File: config.mk
export PLATFORM = sky130hd
export DESIGN_NAME = apc_top
export DESIGN_NICKNAME = d
export VERILOG_FILES = /design/src/hw/apc_pkg.sv /design/src/hw/apc_input_decode.sv /design/src/hw/apc_top.sv /design/src/hw/apc_window_check.sv
export SDC_FILE = /design/constraint.sdc
export NUM_CORES = 1
export LEC_CHECK = 0
export BUFFER_PORTS_ARGS = -buffer_cell sky130_fd_sc_hd__buf_2
export CORE_ASPECT_RATIO = 0.8
export CORE_MARGIN = 2
export CORE_UTILIZATION = 48
export DETAILED_ROUTE_END_ITERATION = 7
export GPL_TIMING_DRIVEN = 0
export PLACE_DENSITY = 0.73
export SLEW_MARGIN = 10
export SYNTH_ARGS = -nofsm -noshare
export SYNTH_HDL_FRONTEND = slang
export SYNTH_SLANG_ARGS = --single-unit
export TNS_END_PERCENT = 30
File: constraint.sdc
create_clock -name clock -period 2.3 [get_ports clock]
set_clock_uncertainty 0.2 [all_clocks]
set_input_delay 0 -clock clock [delete_from_list [all_inputs] [get_ports clock]]
set_output_delay 0 -clock clock [all_outputs]
set_load 0.05 [all_outputs]
File: src/hw/apc_pkg.sv
// Purpose: Constants and types for the analogue front-end control block
// Assumes: AXI4-Lite register access, 32-bit data, one word per register
package apc_pkg;
   localparam logic [7:0] ADDR_REF_CHECK = 8'h00;
   localparam logic [7:0] ADDR_UPPER     = 8'h04;
   localparam logic [7:0] ADDR_LOWER     = 8'h08;
   localparam logic [7:0] ADDR_INPUT     = 8'h0C;
   localparam logic [7:0] ADDR_PCLK_EN   = 8'h10;
   localparam logic [7:0] ADDR_CMP_MODE  = 8'h14;
   localparam logic [7:0] ADDR_AMP       = 8'h18;
   localparam logic [7:0] ADDR_CMP0_REF  = 8'h1C;
   localparam logic [7:0] ADDR_CMP1_REF  = 8'h20;
   localparam logic [7:0] ADDR_REFGEN    = 8'h24;
   localparam logic [7:0] ADDR_CONV_MODE = 8'h28;
   localparam logic [7:0] ADDR_STATUS    = 8'h2C;

   localparam int POS_REF_LSB   = 6;
   localparam int NEG_REF_BIT   = 5;
   localparam int WIN_CHECK_BIT = 3;
   localparam int WAKEUP_BIT    = 2;
   localparam int RES_BIT       = 0;
   localparam int INT_SRC_BIT   = 7;
   localparam int CLK_EN_BIT    = 5;
   localparam int CMP1_EN_BIT   = 4;
   localparam int CMP0_EN_BIT   = 0;
   localparam int CMP1_MON_BIT  = 7;
   localparam int CMP0_MON_BIT  = 3;
   localparam int AMP_EN_BIT    = 7;
   localparam int FB_GND_BIT    = 3;
   localparam int GEN1_EN_BIT   = 5;
   localparam int GEN_GND_BIT   = 4;
   localparam int GEN0_EN_BIT   = 2;
   localparam int GEN_SUP_BIT   = 1;
   localparam int ONESHOT_BIT   = 5;

   localparam logic [7:0] RST_REF_CHECK = 8'h00;
   localparam logic [7:0] RST_UPPER     = 8'hFF;
   localparam logic [7:0] RST_LOWER     = 8'h00;
   localparam logic [7:0] RST_INPUT     = 8'h00;
   localparam logic [7:0] RST_ZERO      = 8'h00;

   localparam logic [7:0] MASK_REF_CHECK = 8'hED;
   localparam logic [7:0] MASK_INPUT     = 8'h9F;
   localparam logic [7:0] MASK_CMP_MODE  = 8'h11;
   localparam logic [7:0] MASK_AMP       = 8'h8B;
   localparam logic [7:0] MASK_REFGEN    = 8'h36;
   localparam logic [7:0] MASK_CONV_MODE = 8'h20;
   localparam logic [7:0] MASK_PCLK      = 8'h20;

   localparam logic [1:0] RESP_OKAY   = 2'h0;
   localparam logic [1:0] RESP_SLVERR = 2'h2;

   typedef enum logic [1:0] {
      APC_PREF_SUPPLY = 2'h0,
      APC_PREF_PIN    = 2'h1,
      APC_PREF_INT    = 2'h2,
      APC_PREF_BAD    = 2'h3
   } apc_pref_t;

   typedef enum logic [2:0] {
      APC_SRC_PIN  = 3'h1,
      APC_SRC_AMP  = 3'h2,
      APC_SRC_TEMP = 3'h3,
      APC_SRC_VREF = 3'h4,
      APC_SRC_BAD  = 3'h0
   } apc_src_t;

   typedef struct packed {
      apc_pref_t  pos_ref;
      logic       neg_ref_pin;
      logic       res_8bit;
      logic       oneshot;
      apc_src_t   src;
      logic [4:0] pin_index;
   } apc_conv_cfg_t;

   typedef struct packed {
      logic       clk_en;
      logic       cmp0_en;
      logic       cmp1_en;
      logic       amp_en;
      logic       fb_gnd_pin;
      logic [5:0] gain;
      logic [7:0] cmp0_code;
      logic [7:0] cmp1_code;
      logic       gen0_en;
      logic       gen1_en;
      logic       gen_gnd_pin;
      logic       gen_sup_pin;
   } apc_ana_cfg_t;
endpackage

File: src/hw/apc_input_decode.sv
// Purpose: Decode of converter input selection code
// Assumes: Internal-source bit and 5-bit code from the input register
// Notes:   Prohibited codes report a bad source
`timescale 1ns/1ps
module apc_input_decode (
   input  wire logic            int_src,
   input  wire logic [4:0]      code,
   output apc_pkg::apc_src_t    src,
   output logic      [4:0]      pin_index
);
   always_comb begin
      src       = apc_pkg::APC_SRC_BAD;
      pin_index = 5'h00;
      if (int_src) begin
         if (code == 5'h00)
            src = apc_pkg::APC_SRC_TEMP;
         else if (code == 5'h01)
            src = apc_pkg::APC_SRC_VREF;
      end else if (code <= 5'h07 || (code >= 5'h10 && code <= 5'h18)) begin
         src       = apc_pkg::APC_SRC_PIN;
         pin_index = code;
      end else if (code == 5'h19) begin
         src = apc_pkg::APC_SRC_AMP;
      end
   end
endmodule

File: src/hw/apc_top.sv
// Purpose: Register file and control for converter, amplifier, comparators
// Assumes: AXI4-Lite slave, synchronous active-high reset
// Notes:   Software must avoid prohibited selections; they are flagged only
`timescale 1ns/1ps
module apc_top (
   input  wire logic                 clock,
   input  wire logic                 rst,
   input  wire logic [7:0]           s_awaddr,
   input  wire logic                 s_awvalid,
   output logic                      s_awready,
   input  wire logic [31:0]          s_wdata,
   input  wire logic [3:0]           s_wstrb,
   input  wire logic                 s_wvalid,
   output logic                      s_wready,
   output logic [1:0]                s_bresp,
   output logic                      s_bvalid,
   input  wire logic                 s_bready,
   input  wire logic [7:0]           s_araddr,
   input  wire logic                 s_arvalid,
   output logic                      s_arready,
   output logic [31:0]               s_rdata,
   output logic [1:0]                s_rresp,
   output logic                      s_rvalid,
   input  wire logic                 s_rready,
   input  wire logic                 conv_done,
   input  wire logic [9:0]           conv_result,
   input  wire logic                 cmp0_out,
   input  wire logic                 cmp1_out,
   output logic                      conversion_end_irq,
   output apc_pkg::apc_conv_cfg_t    conv_cfg,
   output apc_pkg::apc_ana_cfg_t     ana_cfg,
   output logic                      amp_cmp_clock_en,
   output logic                      select_prohibited
);
   logic [7:0] ref_check_q;
   logic [7:0] upper_q;
   logic [7:0] lower_q;
   logic [7:0] input_q;
   logic [7:0] pclk_q;
   logic [7:0] cmp_mode_q;
   logic [7:0] amp_q;
   logic [7:0] cmp0_ref_q;
   logic [7:0] cmp1_ref_q;
   logic [7:0] refgen_q;
   logic [7:0] conv_mode_q;
   logic [9:0] last_result_q;
   logic       cmp0_mon_q;
   logic       cmp1_mon_q;

   logic       aw_held_q;
   logic [7:0] aw_addr_q;
   logic       w_held_q;
   logic [31:0] w_data_q;
   logic [3:0] w_strb_q;
   logic       do_write;
   logic       wr_hit;
   logic       rd_hit;
   logic [7:0] rd_byte;

   apc_pkg::apc_src_t src;
   logic [4:0]        pin_index;
   logic              win_pass;

   function automatic logic known_addr(input logic [7:0] a);
      known_addr = (a[1:0] == 2'b00) && (a <= apc_pkg::ADDR_STATUS);
   endfunction

   function automatic logic [7:0] merge(input logic [7:0] old,
                                        input logic [7:0] nw,
                                        input logic       en,
                                        input logic [7:0] mask);
      merge = en ? (nw & mask) : old;
   endfunction

   // Write address and data taken independently
   always_ff @(posedge clock) begin
      if (rst) begin
         aw_held_q <= 1'b0;
         aw_addr_q <= 8'h00;
      end else if (s_awvalid && s_awready) begin
         aw_held_q <= 1'b1;
         aw_addr_q <= s_awaddr;
      end else if (do_write) begin
         aw_held_q <= 1'b0;
      end
   end

   always_ff @(posedge clock) begin
      if (rst) begin
         w_held_q <= 1'b0;
         w_data_q <= 32'h0000_0000;
         w_strb_q <= 4'h0;
      end else if (s_wvalid && s_wready) begin
         w_held_q <= 1'b1;
         w_data_q <= s_wdata;
         w_strb_q <= s_wstrb;
      end else if (do_write) begin
         w_held_q <= 1'b0;
      end
   end

   assign do_write = aw_held_q && w_held_q && !s_bvalid;
   assign wr_hit   = known_addr(aw_addr_q)
                     && aw_addr_q != apc_pkg::ADDR_STATUS;

   always_ff @(posedge clock) begin
      if (rst) begin
         s_awready <= 1'b1;
         s_wready  <= 1'b1;
      end else begin
         if (s_awvalid && s_awready)
            s_awready <= 1'b0;
         else if (do_write)
            s_awready <= 1'b1;
         if (s_wvalid && s_wready)
            s_wready <= 1'b0;
         else if (do_write)
            s_wready <= 1'b1;
      end
   end

   always_ff @(posedge clock) begin
      if (rst) begin
         s_bvalid <= 1'b0;
         s_bresp  <= apc_pkg::RESP_OKAY;
      end else if (do_write) begin
         s_bvalid <= 1'b1;
         s_bresp  <= wr_hit ? apc_pkg::RESP_OKAY : apc_pkg::RESP_SLVERR;
      end else if (s_bready) begin
         s_bvalid <= 1'b0;
      end
   end

   // Register writes; only byte lane 0 carries data
   always_ff @(posedge clock) begin
      if (rst) begin
         ref_check_q <= apc_pkg::RST_REF_CHECK;
         upper_q     <= apc_pkg::RST_UPPER;
         lower_q     <= apc_pkg::RST_LOWER;
         input_q     <= apc_pkg::RST_INPUT;
         pclk_q      <= apc_pkg::RST_ZERO;
         cmp_mode_q  <= apc_pkg::RST_ZERO;
         amp_q       <= apc_pkg::RST_ZERO;
         cmp0_ref_q  <= apc_pkg::RST_ZERO;
         cmp1_ref_q  <= apc_pkg::RST_ZERO;
         refgen_q    <= apc_pkg::RST_ZERO;
         conv_mode_q <= apc_pkg::RST_ZERO;
      end else if (do_write && w_strb_q[0]) begin
         unique case (aw_addr_q)
            apc_pkg::ADDR_REF_CHECK: ref_check_q <= merge(ref_check_q,
               w_data_q[7:0], 1'b1, apc_pkg::MASK_REF_CHECK);
            apc_pkg::ADDR_UPPER:     upper_q <= w_data_q[7:0];
            apc_pkg::ADDR_LOWER:     lower_q <= w_data_q[7:0];
            apc_pkg::ADDR_INPUT:     input_q <= merge(input_q,
               w_data_q[7:0], 1'b1, apc_pkg::MASK_INPUT);
            apc_pkg::ADDR_PCLK_EN:   pclk_q <= merge(pclk_q,
               w_data_q[7:0], 1'b1, apc_pkg::MASK_PCLK);
            apc_pkg::ADDR_CMP_MODE:  cmp_mode_q <= merge(cmp_mode_q,
               w_data_q[7:0], 1'b1, apc_pkg::MASK_CMP_MODE);
            apc_pkg::ADDR_AMP:       amp_q <= merge(amp_q,
               w_data_q[7:0], 1'b1, apc_pkg::MASK_AMP);
            apc_pkg::ADDR_CMP0_REF:  cmp0_ref_q <= w_data_q[7:0];
            apc_pkg::ADDR_CMP1_REF:  cmp1_ref_q <= w_data_q[7:0];
            apc_pkg::ADDR_REFGEN:    refgen_q <= merge(refgen_q,
               w_data_q[7:0], 1'b1, apc_pkg::MASK_REFGEN);
            apc_pkg::ADDR_CONV_MODE: conv_mode_q <= merge(conv_mode_q,
               w_data_q[7:0], 1'b1, apc_pkg::MASK_CONV_MODE);
            default: ;
         endcase
      end
   end

   // Comparator monitors and last result, captured for readback
   always_ff @(posedge clock) begin
      if (rst) begin
         cmp0_mon_q    <= 1'b0;
         cmp1_mon_q    <= 1'b0;
         last_result_q <= 10'h000;
      end else begin
         cmp0_mon_q <= cmp0_out && cmp_mode_q[apc_pkg::CMP0_EN_BIT];
         cmp1_mon_q <= cmp1_out && cmp_mode_q[apc_pkg::CMP1_EN_BIT];
         if (conv_done)
            last_result_q <= conv_result;
      end
   end

   // Read path
   assign rd_hit = known_addr(s_araddr);

   always_comb begin
      unique case (s_araddr)
         apc_pkg::ADDR_REF_CHECK: rd_byte = ref_check_q;
         apc_pkg::ADDR_UPPER:     rd_byte = upper_q;
         apc_pkg::ADDR_LOWER:     rd_byte = lower_q;
         apc_pkg::ADDR_INPUT:     rd_byte = input_q;
         apc_pkg::ADDR_PCLK_EN:   rd_byte = pclk_q;
         apc_pkg::ADDR_CMP_MODE:  rd_byte = cmp_mode_q
            | ({7'h00, cmp1_mon_q} << apc_pkg::CMP1_MON_BIT)
            | ({7'h00, cmp0_mon_q} << apc_pkg::CMP0_MON_BIT);
         apc_pkg::ADDR_AMP:       rd_byte = amp_q;
         apc_pkg::ADDR_CMP0_REF:  rd_byte = cmp0_ref_q;
         apc_pkg::ADDR_CMP1_REF:  rd_byte = cmp1_ref_q;
         apc_pkg::ADDR_REFGEN:    rd_byte = refgen_q;
         apc_pkg::ADDR_CONV_MODE: rd_byte = conv_mode_q;
         apc_pkg::ADDR_STATUS:    rd_byte = last_result_q[9:2];
         default:                 rd_byte = 8'h00;
      endcase
   end

   always_ff @(posedge clock) begin
      if (rst) begin
         s_arready <= 1'b1;
         s_rvalid  <= 1'b0;
         s_rdata   <= 32'h0000_0000;
         s_rresp   <= apc_pkg::RESP_OKAY;
      end else if (s_arvalid && s_arready) begin
         s_arready <= 1'b0;
         s_rvalid  <= 1'b1;
         s_rdata   <= {24'h00_0000, rd_byte};
         s_rresp   <= rd_hit ? apc_pkg::RESP_OKAY : apc_pkg::RESP_SLVERR;
      end else if (s_rvalid && s_rready) begin
         s_rvalid  <= 1'b0;
         s_arready <= 1'b1;
      end
   end

   // Input decode and window check
   apc_input_decode u_dec (
      .int_src   (input_q[apc_pkg::INT_SRC_BIT]),
      .code      (input_q[4:0]),
      .src       (src),
      .pin_index (pin_index)
   );

   apc_window_check u_win (
      .window_sel (ref_check_q[apc_pkg::WIN_CHECK_BIT]),
      .res_8bit   (ref_check_q[apc_pkg::RES_BIT]),
      .result     (conv_result),
      .upper      (upper_q),
      .lower      (lower_q),
      .pass       (win_pass)
   );

   // Conversion-end pulse only when the window check passes
   always_ff @(posedge clock) begin
      if (rst)
         conversion_end_irq <= 1'b0;
      else
         conversion_end_irq <= conv_done && win_pass;
   end

   // Registered analogue configuration
   always_ff @(posedge clock) begin
      if (rst) begin
         conv_cfg          <= '0;
         ana_cfg           <= '0;
         amp_cmp_clock_en  <= 1'b0;
         select_prohibited <= 1'b0;
      end else begin
         conv_cfg.pos_ref     <= apc_pkg::apc_pref_t'(
            ref_check_q[apc_pkg::POS_REF_LSB +: 2]);
         conv_cfg.neg_ref_pin <= ref_check_q[apc_pkg::NEG_REF_BIT];
         conv_cfg.res_8bit    <= ref_check_q[apc_pkg::RES_BIT];
         conv_cfg.oneshot     <= conv_mode_q[apc_pkg::ONESHOT_BIT];
         conv_cfg.src         <= src;
         conv_cfg.pin_index   <= pin_index;
         amp_cmp_clock_en     <= pclk_q[apc_pkg::CLK_EN_BIT];
         ana_cfg.clk_en       <= pclk_q[apc_pkg::CLK_EN_BIT];
         ana_cfg.cmp0_en      <= cmp_mode_q[apc_pkg::CMP0_EN_BIT];
         ana_cfg.cmp1_en      <= cmp_mode_q[apc_pkg::CMP1_EN_BIT];
         ana_cfg.amp_en       <= amp_q[apc_pkg::AMP_EN_BIT];
         ana_cfg.fb_gnd_pin   <= amp_q[apc_pkg::FB_GND_BIT];
         ana_cfg.gain         <= 6'd4 << amp_q[1:0];
         ana_cfg.cmp0_code    <= cmp0_ref_q;
         ana_cfg.cmp1_code    <= cmp1_ref_q;
         ana_cfg.gen1_en      <= refgen_q[apc_pkg::GEN1_EN_BIT];
         ana_cfg.gen_gnd_pin  <= refgen_q[apc_pkg::GEN_GND_BIT];
         ana_cfg.gen0_en      <= refgen_q[apc_pkg::GEN0_EN_BIT];
         ana_cfg.gen_sup_pin  <= refgen_q[apc_pkg::GEN_SUP_BIT];
         select_prohibited    <= (src == apc_pkg::APC_SRC_BAD)
            || (ref_check_q[apc_pkg::POS_REF_LSB +: 2] == 2'h3);
      end
   end
endmodule

File: src/hw/apc_window_check.sv
// Purpose: Result window check gating the conversion-end interrupt
// Assumes: Result and limits compared on their upper 8 bits
// Notes:   8-bit results compared directly
`timescale 1ns/1ps
module apc_window_check (
   input  wire logic       window_sel,
   input  wire logic       res_8bit,
   input  wire logic [9:0] result,
   input  wire logic [7:0] upper,
   input  wire logic [7:0] lower,
   output logic            pass
);
   logic [7:0] r8;
   always_comb begin
      r8 = res_8bit ? result[7:0] : result[9:2];
      if (window_sel)
         pass = (r8 < lower) || (upper < r8);
      else
         pass = (lower <= r8);
   end
endmodule

======== Word-level counts from Yosys, hierarchy flattened ========
Index checks and enable logic that the tools add are counted.
operators by class
  magnitude comparators ................... 8
  eq/ne operators ......................... 25
  shifts and indexed selects .............. 1
  muxes and demuxes ....................... 22
  bitwise gates (word level) .............. 3
  reduce and logical (&&, ||, !) cells .... 40
operators by type and width
  operator               number
  $pmux W8 S12           1
  $eq A8 B5 Y1 const B   8
  $eq A8 B6 Y1 const B   7
  $eq A8 B4 Y1 const B   4
  $reduce_and A2 Y1      11
  $eq A8 B3 Y1 const B   2
  $le A8 B6 Y1 const B   2
  $logic_not A8 Y1       2
  $lt A8 B8 Y1           2
  $logic_and A1 B1 Y1    14
  $mux W1                13
  $mux W3                4
  $le A8 B8 Y1           1
  $mux W8                1
  $ne A8 B6 Y1 const B   1
  $or A5 B8 Y8           1
  $or A8 B4 Y8           1
  $reduce_bool A2 Y1     4
  $mux W2                3
  $shl A3 B2 Y6 const A  1
  $eq A5 B1 Y1 const B   1
  $eq A5 B5 Y1 const B   1
  $ge A5 B5 Y1 const B   1
  $le A5 B3 Y1 const B   1
  other kinds (9)        12
storage, ports and cells
  register bits ........................... 150
  input port bits ......................... 72
  output and inout port bits .............. 88
  word-level logic and storage cells ...... 146

======== Longest topological paths before layout ========
  word-level depth ........................ 7
  depth in mapped cells ................... 8
  depth with buffers taken out ............ 7

======== By module ========
From an unflattened synthesis, not the netlist that was laid out.
unflattened totals
  cells, all modules ...................... 660
  area total of the unflattened synthesis .. 6,306.0 sq um
by module, submodules not included
  module            instances  cells an instance  area an instance (sq um)  sequential area each (sq um)
  apc_top           1          593                5,749.3                   2,882.8
  apc_window_check  1          50                 440.4                     0.0
  apc_input_decode  1          17                 116.4                     0.0

======== Worst setup path after synthesis ========
No wires, ideal clock.
  kind .................................... register -> register
  from .................................... reg ref_check_q[0]
  to ...................................... reg conversion_end_irq
  library setup time ...................... 0.117 ns
  arrival ................................. 1.939 ns
  data required time ...................... 1.983 ns
  setup slack ............................. 0.044 ns
  stages on the path, launching flop included .. 9
  path buffers ............................ 1
  period minus slack after synthesis ...... 2.256 ns
  path through ............................ dfxtp_1 -> clkbuf_1 -> mux2i_1 -> ha_1 -> nand4_1 -> nor2_1 -> a211o_1 -> a21oi_1 -> and4b_1
on the way
  cells in the longest elaborated chain, start to end .. 5
  elaborated cells on any way between the ends .. 7
  those cells by class .................... order compare: 3; mux: 2; reduce/logical: 2
RTL lines
  element                  line                    source
  start, declared          apc_top.sv:35           logic [7:0] ref_check_q;
  start signal, assigned   apc_top.sv:137          ref_check_q <= apc_pkg::RST_REF_CHECK;
  start signal, assigned   apc_top.sv:150          apc_pkg::ADDR_REF_CHECK: ref_check_q <= merge(ref_check_q,
  $mux W8 (*)              apc_window_check.sv:15  r8 = res_8bit ? result[7:0] : result[9:2];
  $lt A8 B8 Y1             apc_window_check.sv:17  pass = (r8 < lower) || (upper < r8);
  $logic_or A1 B1 Y1       apc_window_check.sv:17
  $mux W1 (*)              apc_window_check.sv:16  if (window_sel)
  $logic_and A1 B1 Y1 (*)  apc_top.sv:249          conversion_end_irq <= conv_done && win_pass;
  end signal, assigned     apc_top.sv:249
  end, declared            apc_top.sv:29           output logic conversion_end_irq,
Every way passes the cells marked *; elsewhere a longest branch is shown, timed or not.
A chain may end at the register's enable or synchronous reset.

======== Worst setup path after layout ========
Ends and elaborated chain as after synthesis.

==> flow_summary.toml <==
[worst_hold_path]
worstHoldPathCells = 3
hp-class = "primary input to register"
hold_end = "last_result_q[6]"
min_from = "conv_done"

[routing]
remaining_drc_errors = 0
final_antenna_net_count = 0
vias = 5618
post_drt_wl_per_cell_um = 17.8
via_per_inst = 5.29
firstDrtPassIters = 5
drt_wl_total_mm = 18.9
drtIter0Drc = 434

[sta]
hold_viol = 0
whs_ns = 0.0682
drv_slew = 0
setup-violations-final = 0
fin_crit_sh_pct = 96.5
worst_slack_ns = 0.0810
layout_min_cycle_time_ns = 2.22
fmax_mhz = 451
rsz0062_at_grt = "no"
slew_headroom_pct = 37.8
tightest_slew_ns = 0.920
fin_tns_setup_ns = 0

[critical_path]
required_ns = 2.41
arrival_ns = 2.33
reg2reg_slack_ns = 0.08
startpoint_type = "register"
r2r-start = "ref_check_q[0]"
endpoint_kind = "register"
r2r_cells = 8
setup.worst_path.start = "ref_check_q[0]"
path_class = "register to register"
worstPathMaxFanout = 10
r2r-end = "conversion_end_irq"

[global_routing]
grtUsageMet2_pct = 44.6
grt_start_max_net_pins = 17
use_met3_pct = 8.17
antenna_found_initial = 0
grt_pass1_wl_mm = 28.5
overflow = 0
top_usage_layer = "met2"
grtUsageMet1_pct = 36.2
grt_pass1_vias = 5364
grt.total_usage_pct = 27.7

[logic_synthesis]
yosys.area.top_type = "dfxtp_1"
syn_inst = 665
postSynthAreaPerCell_um2 = 9.29
synth_edf_count = 0
synth_cell_types = 55
synth_area_leaders = "dfxtp_1 47%, mux2i_1 12%, nand2_1 4.4%"
synth_area_um2 = 6180
synth-main-ff-cell = "dfxtp_1"
synth_seq_area_share_pct = 46.6
synthArstFlopShare_pct = 0
yosys_warnings = 0
synth_top_area_share_pct = 46.6
ys_ff_latch = 144

[place]
hpwl_mm = 13.4
gp_routability_congestion = 0.929
dpl_worst_slack_ns = -0.255
portBuffers = 101

[floorplan]
rows = 37
dieArea_um2 = 13800
dieWidth_um = 131
core_area_um2 = 12700
die_height_um = 105
ioPinCount = 160
start_util_pct = 48.5

[cells_and_area]
final_util_pct = 65.7
fin_nets = 963
syn2layout_area_growth_pct = 35.3
antennaDiodeCount = 0
fill_cells = 999
drive_gt1_share_pct = 22.1

[cts]
tritoncts = "built"
clkSlewWorstSetupHoldPaths_ns = 0.06
clk_path_buf_depth = 2
insertion_delay_ns = 0.42
clock_sinks = 144
cts_buffers = 17
root_buffer = "clkbuf_16"
htree_levels = 4

[job]
maxCapViolCount = 0

[power_and_ir_drop]
leakage_nw = 3.78
peakVddDrop_mv = 0.612
power.density_nw_per_um2 = 746

[status]
status = "finished clean"
==> power breakdown <==
part / total (mW) / internal (mW) / switching (mW)
sequential: 2.57 / 2.54 / 0.0280
combinational: 0.645 / 0.234 / 0.411
clock: 3.03 / 2.00 / 1.03
total: 6.24 / 4.77 / 1.47
==> synthesized netlist by cell type, types with 5 or more instances <==
| library cell | instances |
|---|---|
| nor2_1 | 72 |
| a21oi_1 | 39 |
| nand2_1 | 72 |
| a22oi_1 | 11 |
| dfxtp_1 | 144 |
| buf_2 | 5 |
| and2_1 | 11 |
| mux2i_1 | 73 |
| mux2_2 | 13 |
| nor3_1 | 9 |
| ha_1 | 15 |
| o22ai_1 | 5 |
| nand3_1 | 11 |
| nand4_1 | 7 |
| nor2b_1 | 35 |
| nand2b_1 | 6 |
| inv_1 | 5 |
| clkbuf_1 | 25 |
| o21ai_0 | 20 |
| buf_4 | 30 |
| buf_1 | 8 |
==> cell usage in the layout (no fill, tap or decap), types with 5 or more instances in the layout <==
cell type      instances
dfxtp_1              144
buf_2                106
dlygate4sd3_1         64
nor2_1                72
o22ai_1                5
nand2b_1               6
a21oi_1               39
nor3_1                 9
o21ai_0               20
nand3_1               11
nand4_1                7
bufinv_16              5
buf_4                 30
conb_1                28
mux2i_1               68
a22oi_1               11
ha_1                  15
buf_1                  7
and2_1                11
mux2_2                13
inv_1                  5
clkbuf_16             17
nand2_1               72
clkbuf_1              25
nor2b_1               35
==> sequential cells by signal, summed over array words and instances, names as in the netlist, 4 cells and up <==
name           cells
ana_cfg           28
conv_cfg          13
aw_addr_q          8
cmp0_ref_q         8
cmp1_ref_q         8
last_result_q      8
lower_q            8
s_rdata            8
upper_q            8
w_data_q           8
input_q            6
ref_check_q        6
amp_q              4
refgen_q           4
==> through the flow <==
| step | cells | power (mW) | area (um^2) |
|---|---|---|---|
| final | 1063 | 6.24 | 8360 |
| after global placement | 968 | 3.14 | 7010 |
| after floorplan | 692 | 3.00 | 6280 |
| after global routing | 1063 | 6.41 | 8360 |
| after detailed placement | 968 | 3.15 | 7010 |
| after CTS | 1063 | 6.23 | 8310 |
==> routing by layer <==
| metal | part of all wire (%) | routed length, um |
|---|---|---|
| met4 | 1.6 | 311 |
| met5 | 0 | 0 |
| met3 | 7.4 | 1390 |
| met1 | 44 | 8310 |
| met2 | 47 | 8910 |
==> layout make-up <==
| type | count | area [um^2] | share of cell area, % |
|---|---|---|---|
| sequential | 144 | 2880 | 34.5 |
| buffer | 68 | 383 | 4.58 |
| inverter | 5 | 18.8 | 0.224 |
| tap | 175 | 219 | 2.62 |
| timing repair buffer | 165 | 1150 | 13.7 |
| clock buffer | 21 | 470 | 5.63 |
| multi-input combinational | 475 | 3060 | 36.6 |
| clock inverter | 10 | 183 | 2.18 |
==> worst max path at each step <==
stage / end / slack, ns / cells past startpoint
floorplan: conversion_end_irq / 0.04 / 8
finish: conversion_end_irq / 0.08 / 8
global route: cmp0_ref_q[6] / 0.001 / 5
global placement: conversion_end_irq / -0.22 / 8
detailed placement: conversion_end_irq / -0.25 / 8
CTS: conversion_end_irq / -0.03 / 8
==> critical path, cell delays in order, from the launching register on <==
cell     delay, ns
dfxtp_1       0.35
buf_6         0.19
mux2i_1       0.30
ha_1          0.30
nand4_1       0.14
nor2_1        0.06
a211o_1       0.24
a21oi_1       0.13
and4b_1       0.19
==> cells by family (layout without fill, tap and decap cells) <==
logic type,count (synthesis),after routing,synth area share (%)
and+or+nand+nor,248,248,19.7
DFF,144,144,46.6
AOI/OAI and AO/OA,97,97,9.66
muxes,87,87,14.6
buffers and inverters,73,269,6.36
adders and majority gates,15,15,3.04
other,1,28,0.0607
==> timing repair <==
item / CTS / global route
resized for setup: 3 / 13
hold buffers: 64 / 0
endpoints found under the hold margin: 59 / 0
gates cloned: 0 / 0
setup buffers: 0 / 0
pin swaps: 0 / 1
setup endpoints to repair: 9 / 16
Note: power is estimated with default switching activity, not from simulation.
